## config.mk

```make
export PLATFORM = sky130hd
export DESIGN_NAME = mpu_port_host
export DESIGN_NICKNAME = d
export VERILOG_FILES = /design/src/mpu_port_pkg.sv /design/src/mpu_port_host.sv
export VERILOG_INCLUDE_DIRS = /design/src /design/src/src
export SDC_FILE = /design/constraint.sdc
export NUM_CORES = 1
export LEC_CHECK = 0
export ABC_CLOCK_PERIOD_IN_PS = 4900
export BUFFER_PORTS_ARGS = -buffer_cell sky130_fd_sc_hd__clkbuf_2
export CAP_MARGIN = 20
export CORE_UTILIZATION = 40
export CTS_CLUSTER_SIZE = 30
export DETAILED_ROUTE_END_ITERATION = 10
export SYNTH_ARGS = -nofsm -noshare
export SYNTH_HDL_FRONTEND = slang
export SYNTH_SLANG_ARGS = --single-unit
```

## constraint.sdc

```tcl
create_clock -name mclk_i -period 4.9 [get_ports mclk_i]
set_input_delay 0 -clock mclk_i [delete_from_list [all_inputs] [get_ports mclk_i]]
set_output_delay 0 -clock mclk_i [all_outputs]
set_load 0.02 [all_outputs]
```

## src/mpu_port_params.svh

```systemverilog
// Constants for the host-side controller of the parallel access port.
// Assumes inclusion by bare name from src/ files; definitions only.
//
// Contract
// - Access only while chip enable low
// - Write: chip enable and direction low
// - Read: chip enable low, direction high
// - Eight-bit bidirectional bus, bit zero least
`ifndef MPU_PORT_PARAMS_SVH
`define MPU_PORT_PARAMS_SVH

`define MPU_DATA_W      8
`define MPU_CMD_W       3
`define MPU_SETUP_NS    10
`define MPU_STROBE_NS   40
`define MPU_HOLD_NS     10
`define MPU_RECOVER_NS  20
`define MPU_RESET_NS    100
`define MPU_CLK_NS      5
`define MPU_CYC(ns)     (((ns) + `MPU_CLK_NS - 1) / `MPU_CLK_NS)
`define MPU_CNT_W       8

`endif

```

## src/mpu_port_pkg.sv

```systemverilog
// Types for the host-side controller of the parallel access port.
// Assumes nothing of its surroundings.
package mpu_port_pkg;
  typedef enum logic [2:0] {
    ST_RESET  = 3'h0,
    ST_IDLE   = 3'h1,
    ST_SETUP  = 3'h3,
    ST_STROBE = 3'h2,
    ST_HOLD   = 3'h6,
    ST_RECOV  = 3'h7
  } host_state_t;
endpackage : mpu_port_pkg

```

## src/mpu_port_host.sv

```systemverilog
// Host controller driving the device's chip enable, direction, command and data pins.
// Assumes a user request port on mclk_i and the device pins wired directly.
`timescale 1ns/1ps
`default_nettype none
`include "mpu_port_params.svh"

module mpu_port_host #(
  parameter int SETUP_CYC   = `MPU_CYC(`MPU_SETUP_NS),
  parameter int STROBE_CYC  = `MPU_CYC(`MPU_STROBE_NS),
  parameter int HOLD_CYC    = `MPU_CYC(`MPU_HOLD_NS),
  parameter int RECOVER_CYC = `MPU_CYC(`MPU_RECOVER_NS),
  parameter int RESET_CYC   = `MPU_CYC(`MPU_RESET_NS)
) (
  input  wire logic                    mclk_i,
  input  wire logic                    rst_n_i,
  input  wire logic                    req_i,
  input  wire logic                    req_read_i,
  input  wire logic [`MPU_CMD_W-1:0]   req_cmd_i,
  input  wire logic [`MPU_DATA_W-1:0]  req_wdata_i,
  input  wire logic                    dev_reset_req_i,
  output logic                         req_ready_o,
  output logic                         rsp_valid_o,
  output logic [`MPU_DATA_W-1:0]       rsp_rdata_o,
  output logic                         dev_ce_n_o,
  output logic                         dev_rw_o,
  output logic [`MPU_CMD_W-1:0]        dev_cmd_o,
  output logic                         dev_reset_n_o,
  input  wire logic [`MPU_DATA_W-1:0]  dev_data_i,
  output logic [`MPU_DATA_W-1:0]       dev_data_o,
  output logic                         dev_data_oe_o
);

  // Counts must fit the down-counter; strobe covers the two-flop read path
  if (SETUP_CYC < 1 || SETUP_CYC > 255) begin : g_bad_setup
    $error("mpu_port_host: SETUP_CYC must be 1..255");
  end
  if (STROBE_CYC < 3 || STROBE_CYC > 255) begin : g_bad_strobe
    $error("mpu_port_host: STROBE_CYC must be 3..255");
  end
  if (HOLD_CYC < 1 || HOLD_CYC > 255) begin : g_bad_hold
    $error("mpu_port_host: HOLD_CYC must be 1..255");
  end
  if (RECOVER_CYC < 1 || RECOVER_CYC > 255) begin : g_bad_recover
    $error("mpu_port_host: RECOVER_CYC must be 1..255");
  end
  if (RESET_CYC < 1 || RESET_CYC > 255) begin : g_bad_reset
    $error("mpu_port_host: RESET_CYC must be 1..255");
  end

  logic                    rst_s1_r;
  logic                    rst_s2_r;
  logic [`MPU_DATA_W-1:0]  din_s1_r;
  logic [`MPU_DATA_W-1:0]  din_s2_r;
  mpu_port_pkg::host_state_t state_r;
  mpu_port_pkg::host_state_t state_nxt;
  logic [`MPU_CNT_W-1:0]   cnt_r;
  logic [`MPU_CNT_W-1:0]   cnt_nxt;
  logic                    rd_r;
  logic [`MPU_DATA_W-1:0]  rdata_r;
  logic                    rsp_r;
  wire                     cnt_done;
  wire                     accept;
  wire                     rd_nxt;
  wire                     strobe_end;
  wire                     drive_nxt;

  // Reset release through two flops
  always_ff @(posedge mclk_i or negedge rst_n_i) begin
    if (!rst_n_i) begin
      rst_s1_r <= 1'b0;
      rst_s2_r <= 1'b0;
    end else begin
      rst_s1_r <= 1'b1;
      rst_s2_r <= rst_s1_r;
    end
  end

  // Read data synchroniser
  always_ff @(posedge mclk_i or negedge rst_s2_r) begin
    if (!rst_s2_r) begin
      din_s1_r <= 8'h00;
      din_s2_r <= 8'h00;
    end else begin
      din_s1_r <= dev_data_i;
      din_s2_r <= din_s1_r;
    end
  end

  // Phases in which a write keeps the bus driven
  function automatic logic write_phase(input mpu_port_pkg::host_state_t s);
    logic hit;
    hit = (s == mpu_port_pkg::ST_SETUP) ||
          (s == mpu_port_pkg::ST_STROBE) ||
          (s == mpu_port_pkg::ST_HOLD);
    return hit;
  endfunction : write_phase

  assign cnt_done   = (cnt_r == 8'h00);
  assign accept     = (state_r == mpu_port_pkg::ST_IDLE) && req_i && !dev_reset_req_i;
  assign rd_nxt     = accept ? req_read_i : rd_r;
  assign strobe_end = (state_r == mpu_port_pkg::ST_STROBE) && cnt_done;
  assign drive_nxt  = !rd_nxt && write_phase(state_nxt);

  always_comb begin
    state_nxt = state_r;
    cnt_nxt   = cnt_done ? cnt_r : cnt_r - 8'h01;
    case (state_r)
      mpu_port_pkg::ST_RESET: begin
        if (cnt_done) begin
          state_nxt = mpu_port_pkg::ST_IDLE;
        end
      end
      mpu_port_pkg::ST_IDLE: begin
        if (dev_reset_req_i) begin
          state_nxt = mpu_port_pkg::ST_RESET;
          cnt_nxt   = 8'(RESET_CYC - 1);
        end else if (req_i) begin
          state_nxt = mpu_port_pkg::ST_SETUP;
          cnt_nxt   = 8'(SETUP_CYC - 1);
        end
      end
      mpu_port_pkg::ST_SETUP: begin
        if (cnt_done) begin
          state_nxt = mpu_port_pkg::ST_STROBE;
          cnt_nxt   = 8'(STROBE_CYC - 1);
        end
      end
      mpu_port_pkg::ST_STROBE: begin
        if (cnt_done) begin
          state_nxt = mpu_port_pkg::ST_HOLD;
          cnt_nxt   = 8'(HOLD_CYC - 1);
        end
      end
      mpu_port_pkg::ST_HOLD: begin
        if (cnt_done) begin
          state_nxt = mpu_port_pkg::ST_RECOV;
          cnt_nxt   = 8'(RECOVER_CYC - 1);
        end
      end
      mpu_port_pkg::ST_RECOV: begin
        if (cnt_done) begin
          state_nxt = mpu_port_pkg::ST_IDLE;
        end
      end
      default: begin
        state_nxt = mpu_port_pkg::ST_IDLE;
      end
    endcase
  end

  always_ff @(posedge mclk_i or negedge rst_s2_r) begin
    if (!rst_s2_r) begin
      state_r <= mpu_port_pkg::ST_RESET;
      cnt_r   <= 8'(RESET_CYC - 1);
    end else begin
      state_r <= state_nxt;
      cnt_r   <= cnt_nxt;
    end
  end

  // Request capture
  always_ff @(posedge mclk_i or negedge rst_s2_r) begin
    if (!rst_s2_r) begin
      rd_r <= 1'b1;
    end else begin
      rd_r <= rd_nxt;
    end
  end

  // Read data taken just before enable rises
  always_ff @(posedge mclk_i or negedge rst_s2_r) begin
    if (!rst_s2_r) begin
      rdata_r <= 8'h00;
      rsp_r   <= 1'b0;
    end else begin
      rsp_r <= strobe_end;
      if (strobe_end && rd_r) begin
        rdata_r <= din_s2_r;
      end
    end
  end

  // Chip enable low only in the strobe phase
  always_ff @(posedge mclk_i or negedge rst_s2_r) begin
    if (!rst_s2_r) begin
      dev_ce_n_o <= 1'b1;
    end else begin
      dev_ce_n_o <= (state_nxt != mpu_port_pkg::ST_STROBE);
    end
  end

  // Direction, command and write data set when the request is taken
  always_ff @(posedge mclk_i or negedge rst_s2_r) begin
    if (!rst_s2_r) begin
      dev_rw_o   <= 1'b1;
      dev_cmd_o  <= 3'h0;
      dev_data_o <= 8'h00;
    end else if (accept) begin
      dev_rw_o   <= req_read_i;
      dev_cmd_o  <= req_cmd_i;
      dev_data_o <= req_wdata_i;
    end
  end

  // Bus driven only through a write's setup, strobe and hold
  always_ff @(posedge mclk_i or negedge rst_s2_r) begin
    if (!rst_s2_r) begin
      dev_data_oe_o <= 1'b0;
    end else begin
      dev_data_oe_o <= drive_nxt;
    end
  end

  // Device reset low while in the reset state
  always_ff @(posedge mclk_i or negedge rst_s2_r) begin
    if (!rst_s2_r) begin
      dev_reset_n_o <= 1'b0;
    end else begin
      dev_reset_n_o <= (state_nxt != mpu_port_pkg::ST_RESET);
    end
  end

  assign req_ready_o = (state_r == mpu_port_pkg::ST_IDLE) && !dev_reset_req_i;
  assign rsp_valid_o = rsp_r;
  assign rsp_rdata_o = rdata_r;

endmodule : mpu_port_host
`default_nettype wire

```

==> impl_results.md, run 1 <==
- Clock power frac: about 16%
- Clk buf depth: 2
- Outcome: finished, final reports clean
- Leakage power: about 1.3 nW
- Largest stage delay on the critical path: ~0.44 ns
- Clock sinks: 54
- Avg Inst Size Synth: roughly 14 um2
- Met2 Resource Use GR: 26.16%
- Post-synthesis cell count: approximately 150
- Num rows: 25
- Post-synth ARST share: 100.0%
- WS Path Type: reg -> reg
- YS warnings: 0
- GR Util met1: approximately a fifth
- # diodes: 0
- Initial core utilization: between 40% and 50%
- Post-synthesis sequential area ratio: between 60% and 70%
- Vias in the first global route: approximately 1,400
- Placement Cell Area: about 2400 um2
- Via count: 1,417
- Per-cell routed wire length: 13.16 um
- Pin count of the biggest net entering global routing: 53
- DRC violations left: 0
- Max_slew headroom: a little under three fifths
- Crit path max-delay cell type: and2_1
- Post-CTS Setup Repair Bufs: 0
- Int Pwr: around 0.95 mW
- CP Cell Sequence: inv_1, ha_1, nor3b_2, and2_1, inv_1, ha_1, a211o_1
- Cts hold-fix bufs: 23
- Critical path endpoint category: flip-flop
- Critical Path Start Type: flip-flop
- Port Buffers: 48
- Gr busiest metal: met2
- Post-synthesis cell area: 2081 um2
- Worst Path Arrival: about 2.5 ns
- Combinational share of power: 35.1%
- Placed Cells: between 200 and 300
- First drt pass iteration count: 4
- Tcrit/Tclk final: 46.02%
- Slew Viols, Final: 0
- Worst-margin pin slew: ~0.64 ns
- Global route overflow: 0
- Total Power: between 1 and 1.5 mW
- Setup_tns: 0 ns
- P_sw: roughly 0.53 mW
- Layout area overhead: 30.61%
- Post-Layout Cell Count: roughly 290
- Synth area leader: dfrtp_1
- Area contributors post-synth: dfrtp_1, mux2_2, dfstp_2, nand2_1, nor2_1
- Crit-path max FO: 10
- Setup Viol. Count Final: 0
- Die Y: roughly 74 um
- EDFF count, synth: 0
- Synth top area share: 57.73%
- Post-DP HPWL: between 2 and 3 mm
- Post-Route WL: 3.857 mm
- Later-pin clock latency in the skew report: 0.30 ns
- Global Route met3 Usage: about 4.7%
- Post-synth top flop: dfrtp_1
- Worst Clk Skew: around 0.0061 ns
- Netlist cell types: 40
- Worst VDD drop: ~0.24 mV
- Die Wd: around 74 um
- Sw Ratio: between 30% and 40%
- Hold Crit Depth: 3
- Fmax: 443.4 MHz
- RSZ-0062 raised after global routing: false
- I/O Pins: between 40 and 50
- Die ar.: around 5500 um2
- Fillers: 397
- First-pass GRT wire length: around 6.5 mm
- Net count, final: about 250
- Vias per cell: roughly 4.8
- Max-Cap Viols: 0
- Clock tree from TritonCTS: built
- Worst hold path class: in -> reg
- Fin area: 2718 um2
- Synth Register Bits: 54
- Leading cell type by number of instances after synthesis: dfrtp_1
- Final Hold Viols: 0
- Initial antenna violation count: 0
- Share of post-route cells with drive strength above 1: 39.38%
- Antenna viol nets, final: 0
- Cells on worst reg2reg path: 7
- H-tree Lvls: 2
- Core area: between 4000 and 5000 um2
- Hold WS: 0.03038 ns
- Min Tclk post-route: between 2 and 2.5 ns
- Worst path required time: just over 5 ns
- Synth top cells by count: dfrtp_1, mux2_2, nand2_1
- Root Buffer: clkbuf_8
- Gpl congestion: between 0.8 and 0.9
- CTS resizes: 0
- GRT Overall Usage: between 10% and 20%
- Clock Pin Slew Worst Setup and Hold Paths: 0.09 ns
- Pwr/cell area: between 500 and 600 nW/um2
- DRT iter0 DRCs: 73
- Inserted Clock Buffers: 5
- Syn Nets: roughly 180
- Seq pwr share: roughly half
flip-flops by register name (all words and copies together) (netlist names):
signal         cells
cnt_r              8
dev_data_o         8
din_s1_r           8
din_s2_r           8
rsp_rdata_o        8
dev_cmd_o          3
state_r            3
dev_ce_n_o         1
dev_data_oe_o      1
dev_reset_n_o      1
dev_rw_o           1
rd_r               1
rsp_valid_o        1
rst_s1_r           1
rst_s2_r           1
layout by cell type, fill, tap and decap left out, drive strengths merged, types with 3 or more instances in the layout:
cell type	instances
a211oi	3
clkbuf	54
inv	6
a21oi	3
dlygate4sd3	23
nor3b	3
dfrtp	48
nor3	4
nand2b	3
o21ai	4
nand2	9
mux2	21
nor2	8
dfstp	6
critical path, delay by kind of cell (launching register included):
| family | cells | cell delay, ns |
|---|---|---|
| AND/OR/NAND/NOR | 2 | 0.76 |
| buffers and inverters | 2 | 0.28 |
| adder cells (fa/ha/maj) | 2 | 0.51 |
| AO/OA/AOI/OAI | 1 | 0.25 |
| flip-flops | 1 | 0.39 |
metrics by stage:
stage	util [%]	setup WS, ns
6_report	56.05	2.645
5_1_grt	56.05	2.468
4_1_cts	55.64	2.640
3_5_place_dp	49.11	2.676
3_3_place_gp	49.11	2.754
2_1_floorplan	-	2.961
layer usage:
metal  wire [um]  vias to the layer above
li1            -                      673
met1        1638                      700
met2        1985                       40
met3         190                        4
met4          42                        0
met5           0                        -
kinds of logic after synthesis:
logic type	after synthesis	share of synthesized area, %
other	1	0.1802
XOR/XNOR	2	0.8420
multiplexers	22	11.85
AO/OA/AOI/OAI	20	6.615
adder cells (fa/ha/maj)	2	1.202
flip-flops	54	65.30
buffers and inverters	10	2.105
AND/OR/NAND/NOR	40	11.91
path summary, 6_finish.rpt:
check | startpoint | endpoint | slack [ns]
setup reg to reg | cnt_r[1]$_DFF_PN1_ | cnt_r[0]$_DFF_PN1_ | 2.64
min in group asynchronous | rst_s2_r$_DFF_PN0_ | cnt_r[6]$_DFF_PN0_ | 0.11
hold / removal | req_i | cnt_r[4]$_DFF_PN1_ | 0.03
setup / recovery | cnt_r[1]$_DFF_PN1_ | cnt_r[0]$_DFF_PN1_ | 2.64
hold reg to reg | rst_s2_r$_DFF_PN0_ | cnt_r[6]$_DFF_PN0_ | 0.11
max in group asynchronous | rst_n_i | rst_s2_r$_DFF_PN0_ | 4.23
power groups by stage:
stage / logic, mW / registers, mW / clock network [mW]
finish: 0.518 / 0.721 / 0.238
global route: 0.566 / 0.744 / 0.269
CTS: 0.515 / 0.726 / 0.251
detailed placement: 0.499 / 0.733 / 0
global placement: 0.489 / 0.722 / 0
floorplan: 0.268 / 0.802 / 0
layout make-up:
type	instances	area, um2	share of cell area [%]
Timing Repair Buffer	72	490.5	18.05
Clock buffer	6	72.57	2.670
Sequential cell	54	1360	50.05
Clock inverter	2	13.76	0.5064
Tap cell	67	83.83	3.085
Inverter	5	18.77	0.6906
Multi-Input combinational cell	87	678.2	24.95
No activity file was read; power rests on OpenSTA's default activity.
==> run 2, diff against run 1 <==
- ABC_CLOCK_PERIOD_IN_PS: 4900 -> 2200
- clock period: 4.9 -> 2.2 ns (I/O delays scaled with it)
==> run 2 against run 1 <==
Highest routed layer unchanged. Clock-buffer cell count did not move. Core utilization rose by 1.4 points. Cell count rose by 1.4%. Clock power rose to 2.9 times the previous value. Total power rose by 130%. Global-route usage fell by 0.77 points. Design area rose by 2.4%. Routed wire length fell by 4.6%. Critical path depth did not move. Sequential power rose by 120%. Critical path type unchanged. Die area did not move. Non-clock buffer count rose by 4.
==> impl_results.md, run 2 (same netlist as run 1, synthesis figures left out) <==
- Outcome: finished, final reports clean
- Worst Clk Skew: 0.003616 ns (-0.002504 ns)
- Most common cell after layout, fill and taps aside: clkbuf_2
- Min Tclk post-route: 1.962 ns (-0.2927 ns)
- Worst Path Arrival: 2.20 ns (-0.29 ns)
- Clk buf depth: 2 (unchanged)
- H-tree Lvls: 2 (unchanged)
- Clock sinks: 54 (unchanged)
- Gpl congestion: 0.8762 (+7.5%)
- Worst VDD drop: 0.6834 mV (+190%)
- Most frequent cells in the layout: clkbuf_2, dfrtp_1, dlygate4sd3_1, mux2_2, nand2_1
- Critical Path Start Type: flip-flop
- Slew Viols, Final: 0 (unchanged)
- Setup Viol. Count Final: 0 (unchanged)
- Max_slew headroom: 61.63% (+4.7 points)
- Clock tree from TritonCTS: built
- Hold WS: 0.03261 ns (+0.002232 ns)
- Global Route met3 Usage: 5.014% (+0.27 points)
- I/O Pins: 49 (unchanged)
- WS Path Type: reg -> reg
- Pwr/cell area: 1245 nW/um2 (+130%)
- First drt pass iteration count: 4 (unchanged)
- Die Y: 74.13 um (unchanged)
- Vias per cell: 4.798 (-0.79%)
- Core area: 4848 um2 (unchanged)
- Largest stage delay on the critical path: 0.39 ns (-0.05 ns)
- DRT iter0 DRCs: 52 (-29%)
- Die Wd: 74.13 um (unchanged)
- DRC violations left: 0 (unchanged)
- Crit path max-delay cell type: dfstp_2
- Initial antenna violation count: 0 (unchanged)
- Fillers: 389 (-2.0%)
- Worst hold path class: in -> reg
- Worst path required time: 2.44 ns (-2.69 ns)
- Layout area overhead: 33.79%
- Port Buffers: 48 (unchanged)
- Placement Cell Area: 2431 um2 (+2.1%)
- Via count: 1,425 (+0.56%)
- Fmax: 509.6 MHz (+15%)
- GRT Overall Usage: 15.46% (-0.77 points)
- CP delay by family, top: simple AND/OR/NAND/NOR gates
- Initial core utilization: 42.92% (unchanged)
- Worst-margin pin slew: 0.5755 ns (-0.06914 ns)
- Clock Pin Slew Worst Setup and Hold Paths: 0.09 ns (about the same)
- GR Util met1: 19.34% (-1.0 points)
- Fin area: 2784 um2 (+2.4%)
- # diodes: 0 (unchanged)
- Later-pin clock latency in the skew report: 0.30 ns (about the same)
- Max-Cap Viols: 0 (unchanged)
- Leakage power: 1.316 nW (+2.7%)
- Global route overflow: 0 (unchanged)
- Antenna viol nets, final: 0 (unchanged)
- Inserted Clock Buffers: 5 (unchanged)
- Post-DP HPWL: 2.610 mm (+0.57%)
- Setup_tns: 0 ns (unchanged)
- First-pass GRT wire length: 6.279 mm (-4.0%)
- Post-Route Utilization: 57.42% (+1.4 points)
- Per-cell routed wire length: 12.38 um (-5.9%)
- Tcrit/Tclk final: 89.20% (+43 points)
- Post-Route WL: 3.678 mm (-4.6%)
- CP Buf/Inv Count: 2 (unchanged)
- Vias in the first global route: 1,367 (-5.5%)
- Gr busiest metal: met2
- Die ar.: 5495 um2 (unchanged)
- Net count, final: 255 (+1.6%)
- Root Buffer: clkbuf_8
- Pin count of the biggest net entering global routing: 28 (-47%)
- RSZ-0062 raised after global routing: false
- Crit-path max FO: 10 (unchanged)
- Critical path endpoint category: flip-flop
- Final Hold Viols: 0 (unchanged)
- CP Cell Sequence: inv_1, ha_1, nor3b_2, and2_2, inv_1, ha_1, a211o_1
- Share of post-route cells with drive strength above 1: 41.30% (+1.9 points)
- Num rows: 25 (unchanged)
- Met2 Resource Use GR: 24.65% (-1.5 points)
-- run 2: cell count changes in the layout (fill, tap and decap cells not counted), sizes merged --
cell / change
buf: +4
clkinv: -1
bufinv: +1
-- run 2: worst paths after layout --
path	start	to	slack [ns]	cells past startpoint
worst max-delay path	cnt_r[1]$_DFF_PN1_	cnt_r[0]$_DFF_PN1_	0.24	7
worst min-delay path	req_i	cnt_r[4]$_DFF_PN1_	0.03	3
worst max register to register	cnt_r[1]$_DFF_PN1_	cnt_r[0]$_DFF_PN1_	0.24	7
worst min register to register	rst_s2_r$_DFF_PN0_	din_s2_r[7]$_DFF_PN0_	0.27	0
max in group asynchronous	rst_s2_r$_DFF_PN0_	cnt_r[0]$_DFF_PN1_	1.32	1
min in group asynchronous	rst_s2_r$_DFF_PN0_	din_s2_r[7]$_DFF_PN0_	0.27	0
-- run 2: area by class of cell --
class                      count  area (um2)  area share (%)
clock buffer                   6       82.58           2.966
clock inverter                 2       38.79           1.393
inverter                       5       18.77          0.6742
multi-input combinational     87       679.4           24.40
sequential                    54        1360           48.85
tap                           67       83.83           3.011
timing repair buffer          76       520.5           18.70
-- run 2: what timing repair did --
item	4_1_cts	5_1_grt
hold endpoints to repair	25	0
setup buffers	0	0
setup endpoints to repair	0	5
hold buffers	23	0
resized for setup	0	1
-- run 2: where the power goes --
part | switching (mW) | internal, mW
Combinational | 0.638 | 0.561
Sequential | 0.237 | 1.35
Clock | 0.312 | 0.374
Total | 1.19 | 2.28
-- run 2: metal layers --
layer  up-vias  part of all wire [%]  routed length, um
met5         -                     0                  0
met4         0                   2.0                 74
met3         9                   6.1                224
met2        47                    49               1800
met1       687                    43               1579
li1        682                     -                  -
-- run 2: worst min-delay path, delay by kind of cell --
family	cells	cell delay (ns)
buffers and inverters	1	0.13
AND/OR/NAND/NOR	1	0.12
AO/OA/AOI/OAI	1	0.07
-- run 2: metrics by stage --
stage / worst slack (ns) / power, mW / instances
after floorplan: 0.2606 / 2.385 / 151
after global placement: 0.2131 / 2.731 / 266
after detailed placement: 0.1141 / 2.774 / 266
after CTS: 0.1098 / 3.505 / 297
after global routing: 0.08670 / 3.698 / 297
final: 0.2375 / 3.466 / 297
==> run 3, diff against run 2 <==
- CORE_UTILIZATION: 40 -> 52
- PLACE_DENSITY: default -> 0.78
==> run 3 against run 2 <==
Global-route usage up 8.1 points. Via count rose by 0.77%. Total power increased by 3.9%.
==> impl_results.md, run 3 (same netlist as run 1, synthesis figures left out) <==
- Outcome: finished, final reports clean
- CP delay by family, top: simple AND/OR/NAND/NOR gates
- Slew Viols, Final: 0 (unchanged)
- H-tree Lvls: 2 (unchanged)
- Hold WS: 0.01806 ns (-0.01455 ns)
- Tcrit/Tclk final: 91.01% (+1.8 points)
- Final Hold Viols: 0 (unchanged)
- I/O Pins: 49 (unchanged)
- Worst path required time: 2.44 ns (about the same)
- Clock Pin Slew Worst Setup and Hold Paths: 0.09 ns (about the same)
- Die Wd: 65.26 um (-12%)
- GR Util met1: 27.23% (+7.9 points)
- Layout area overhead: 32.77%
- Critical Path Start Type: flip-flop
- Fillers: 262 (-33%)
- First-pass GRT wire length: 7.279 mm (+16%)
- GRT Overall Usage: 23.56% (+8.1 points)
- Global route overflow: 0 (unchanged)
- Setup Viol. Count Final: 0 (unchanged)
- Register area: 1360 um2 (unchanged)
- Initial antenna violation count: 0 (unchanged)
- Net count, final: 254 (-0.39%)
- Most frequent cells in the layout: clkbuf_2, dfrtp_1, dlygate4sd3_1, mux2_2, nand2_1
- Clk buf depth: 2 (unchanged)
- Later-pin clock latency in the skew report: 0.31 ns (about the same)
- WS Path Type: reg -> reg
- DRC violations left: 0 (unchanged)
- Gpl congestion: 0.8055 (-8.1%)
- Inserted Clock Buffers: 5 (unchanged)
- Root Buffer: clkbuf_8
- Max-Cap Viols: 0 (unchanged)
- Leakage power: 1.317 nW (about the same)
- Antenna viol nets, final: 0 (unchanged)
- Port Buffers: 48 (unchanged)
- Post-Route WL: 4.238 mm (+15%)
- DRT iter0 DRCs: 87 (+67%)
- Worst Path Arrival: 2.25 ns (+0.05 ns)
- Crit-path max FO: 10 (unchanged)
- CP Cell Sequence: inv_1, ha_1, nor3b_2, and2_4, inv_1, ha_1, a211o_1
- Met2 Resource Use GR: 40.46% (+16 points)
- Worst VDD drop: 0.7517 mV (+10%)
- CP Buf/Inv Count: 2 (unchanged)
- Post-DP HPWL: 2.730 mm (+4.6%)
- Area of the multi-input gates: 680.7 um2 (+0.18%)
- Worst hold path class: in -> reg
- Clock tree from TritonCTS: built
- Critical path endpoint category: flip-flop
- Worst Clk Skew: 0.005202 ns (+0.001586 ns)
- Initial core utilization: 55.58% (+13 points)
- RSZ-0062 raised after global routing: false
- Largest stage delay on the critical path: 0.39 ns (about the same)
- Min Tclk post-route: 2.002 ns (+0.03986 ns)
- Worst R2R Setup Slack: 0.20 ns (-0.04 ns)
- Global Route met3 Usage: 5.382% (+0.37 points)
- Die Y: 65.26 um (-12%)
- First drt pass iteration count: 4 (unchanged)
- Core area: 3744 um2 (-23%)
- Fmax: 499.4 MHz (-2.0%)
- Num rows: 22 (-12%)
- Clock sinks: 54 (unchanged)
- Die ar.: 4258 um2 (-23%)
- Setup_tns: 0 ns (unchanged)
- Per-cell routed wire length: 15.30 um (+24%)
- # diodes: 0 (unchanged)
- Gr busiest metal: met2
- Via count: 1,436 (+0.77%)
- Pin count of the biggest net entering global routing: 39 (+39%)
- Pwr/cell area: 1303 nW/um2 (+4.7%)
- Vias per cell: 5.184 (+8.0%)
- Most common cell after layout, fill and taps aside: clkbuf_2
- Share of post-route cells with drive strength above 1: 41.05% (-0.26 points)
- Crit path max-delay cell type: dfstp_2
- Vias in the first global route: 1,551 (+13%)
-- run 3: changes by cell type in the layout (fill, tap and decap cells not counted), sizes merged --
cell / change
buf: -1
inv: -1
bufinv: +1
-- run 3: layout make-up --
class                   count  area share, %
multi-input cells          87          24.64
clock inverters             2          2.174
inverters                   5         0.6793
repair buffers             75          18.12
clock buffers               6          2.989
flip-flops and latches     54          49.23
well taps                  48          2.174
-- run 3: worst paths after layout --
kind / cells after the start / from / endpoint
worst min register to register: 0 / rst_s2_r$_DFF_PN0_ / dev_data_o[7]$_DFFE_PN0P_
min in group asynchronous: 0 / rst_s2_r$_DFF_PN0_ / dev_data_o[7]$_DFFE_PN0P_
worst max register to register: 7 / cnt_r[1]$_DFF_PN1_ / cnt_r[0]$_DFF_PN1_
max in group asynchronous: 1 / rst_s2_r$_DFF_PN0_ / cnt_r[1]$_DFF_PN1_
worst max-delay path: 7 / cnt_r[1]$_DFF_PN1_ / cnt_r[0]$_DFF_PN1_
worst min-delay path: 3 / req_i / cnt_r[4]$_DFF_PN1_
-- run 3: timing repair --
item,4_1_cts,5_1_grt
setup endpoints to repair,1,1
hold buffers,23,0
pin swaps,0,0
setup buffers,0,0
resized for setup,1,1
endpoints found under the hold margin,24,0
-- run 3: per-stage QoR --
stage / cell area [um2] / std cells / total power, mW / utilization [%] / worst slack (ns)
4_1_cts: 2761 / 277 / 3.613 / 73.76 / 0.1199
3_3_place_gp: 2387 / 246 / 2.702 / 63.77 / 0.2310
5_1_grt: 2763 / 277 / 3.817 / 73.80 / 0.07746
2_1_floorplan: 2081 / 151 / 2.385 / - / 0.2606
6_report: 2763 / 277 / 3.601 / 73.80 / 0.1977
3_5_place_dp: 2387 / 246 / 2.763 / 63.77 / 0.07460
-- run 3: worst min-delay path, delay by kind of cell --
family | cells | cell delay, ns
compound gates | 1 | 0.08
simple gates | 1 | 0.12
buf+inv | 1 | 0.12
-- run 3: report_power, final --
group | internal [mW] | switching [mW]
Clock | 0.485 | 0.314
Sequential | 1.35 | 0.237
Combinational | 0.552 | 0.667
Total | 2.38 | 1.22
-- run 3: per-layer routing --
| layer | wire [um] | up-vias |
|---|---|---|
| met5 | 0 | - |
| met3 | 167 | 12 |
| met2 | 2240 | 37 |
| met1 | 1710 | 709 |
| met4 | 119 | 0 |
| li1 | - | 678 |
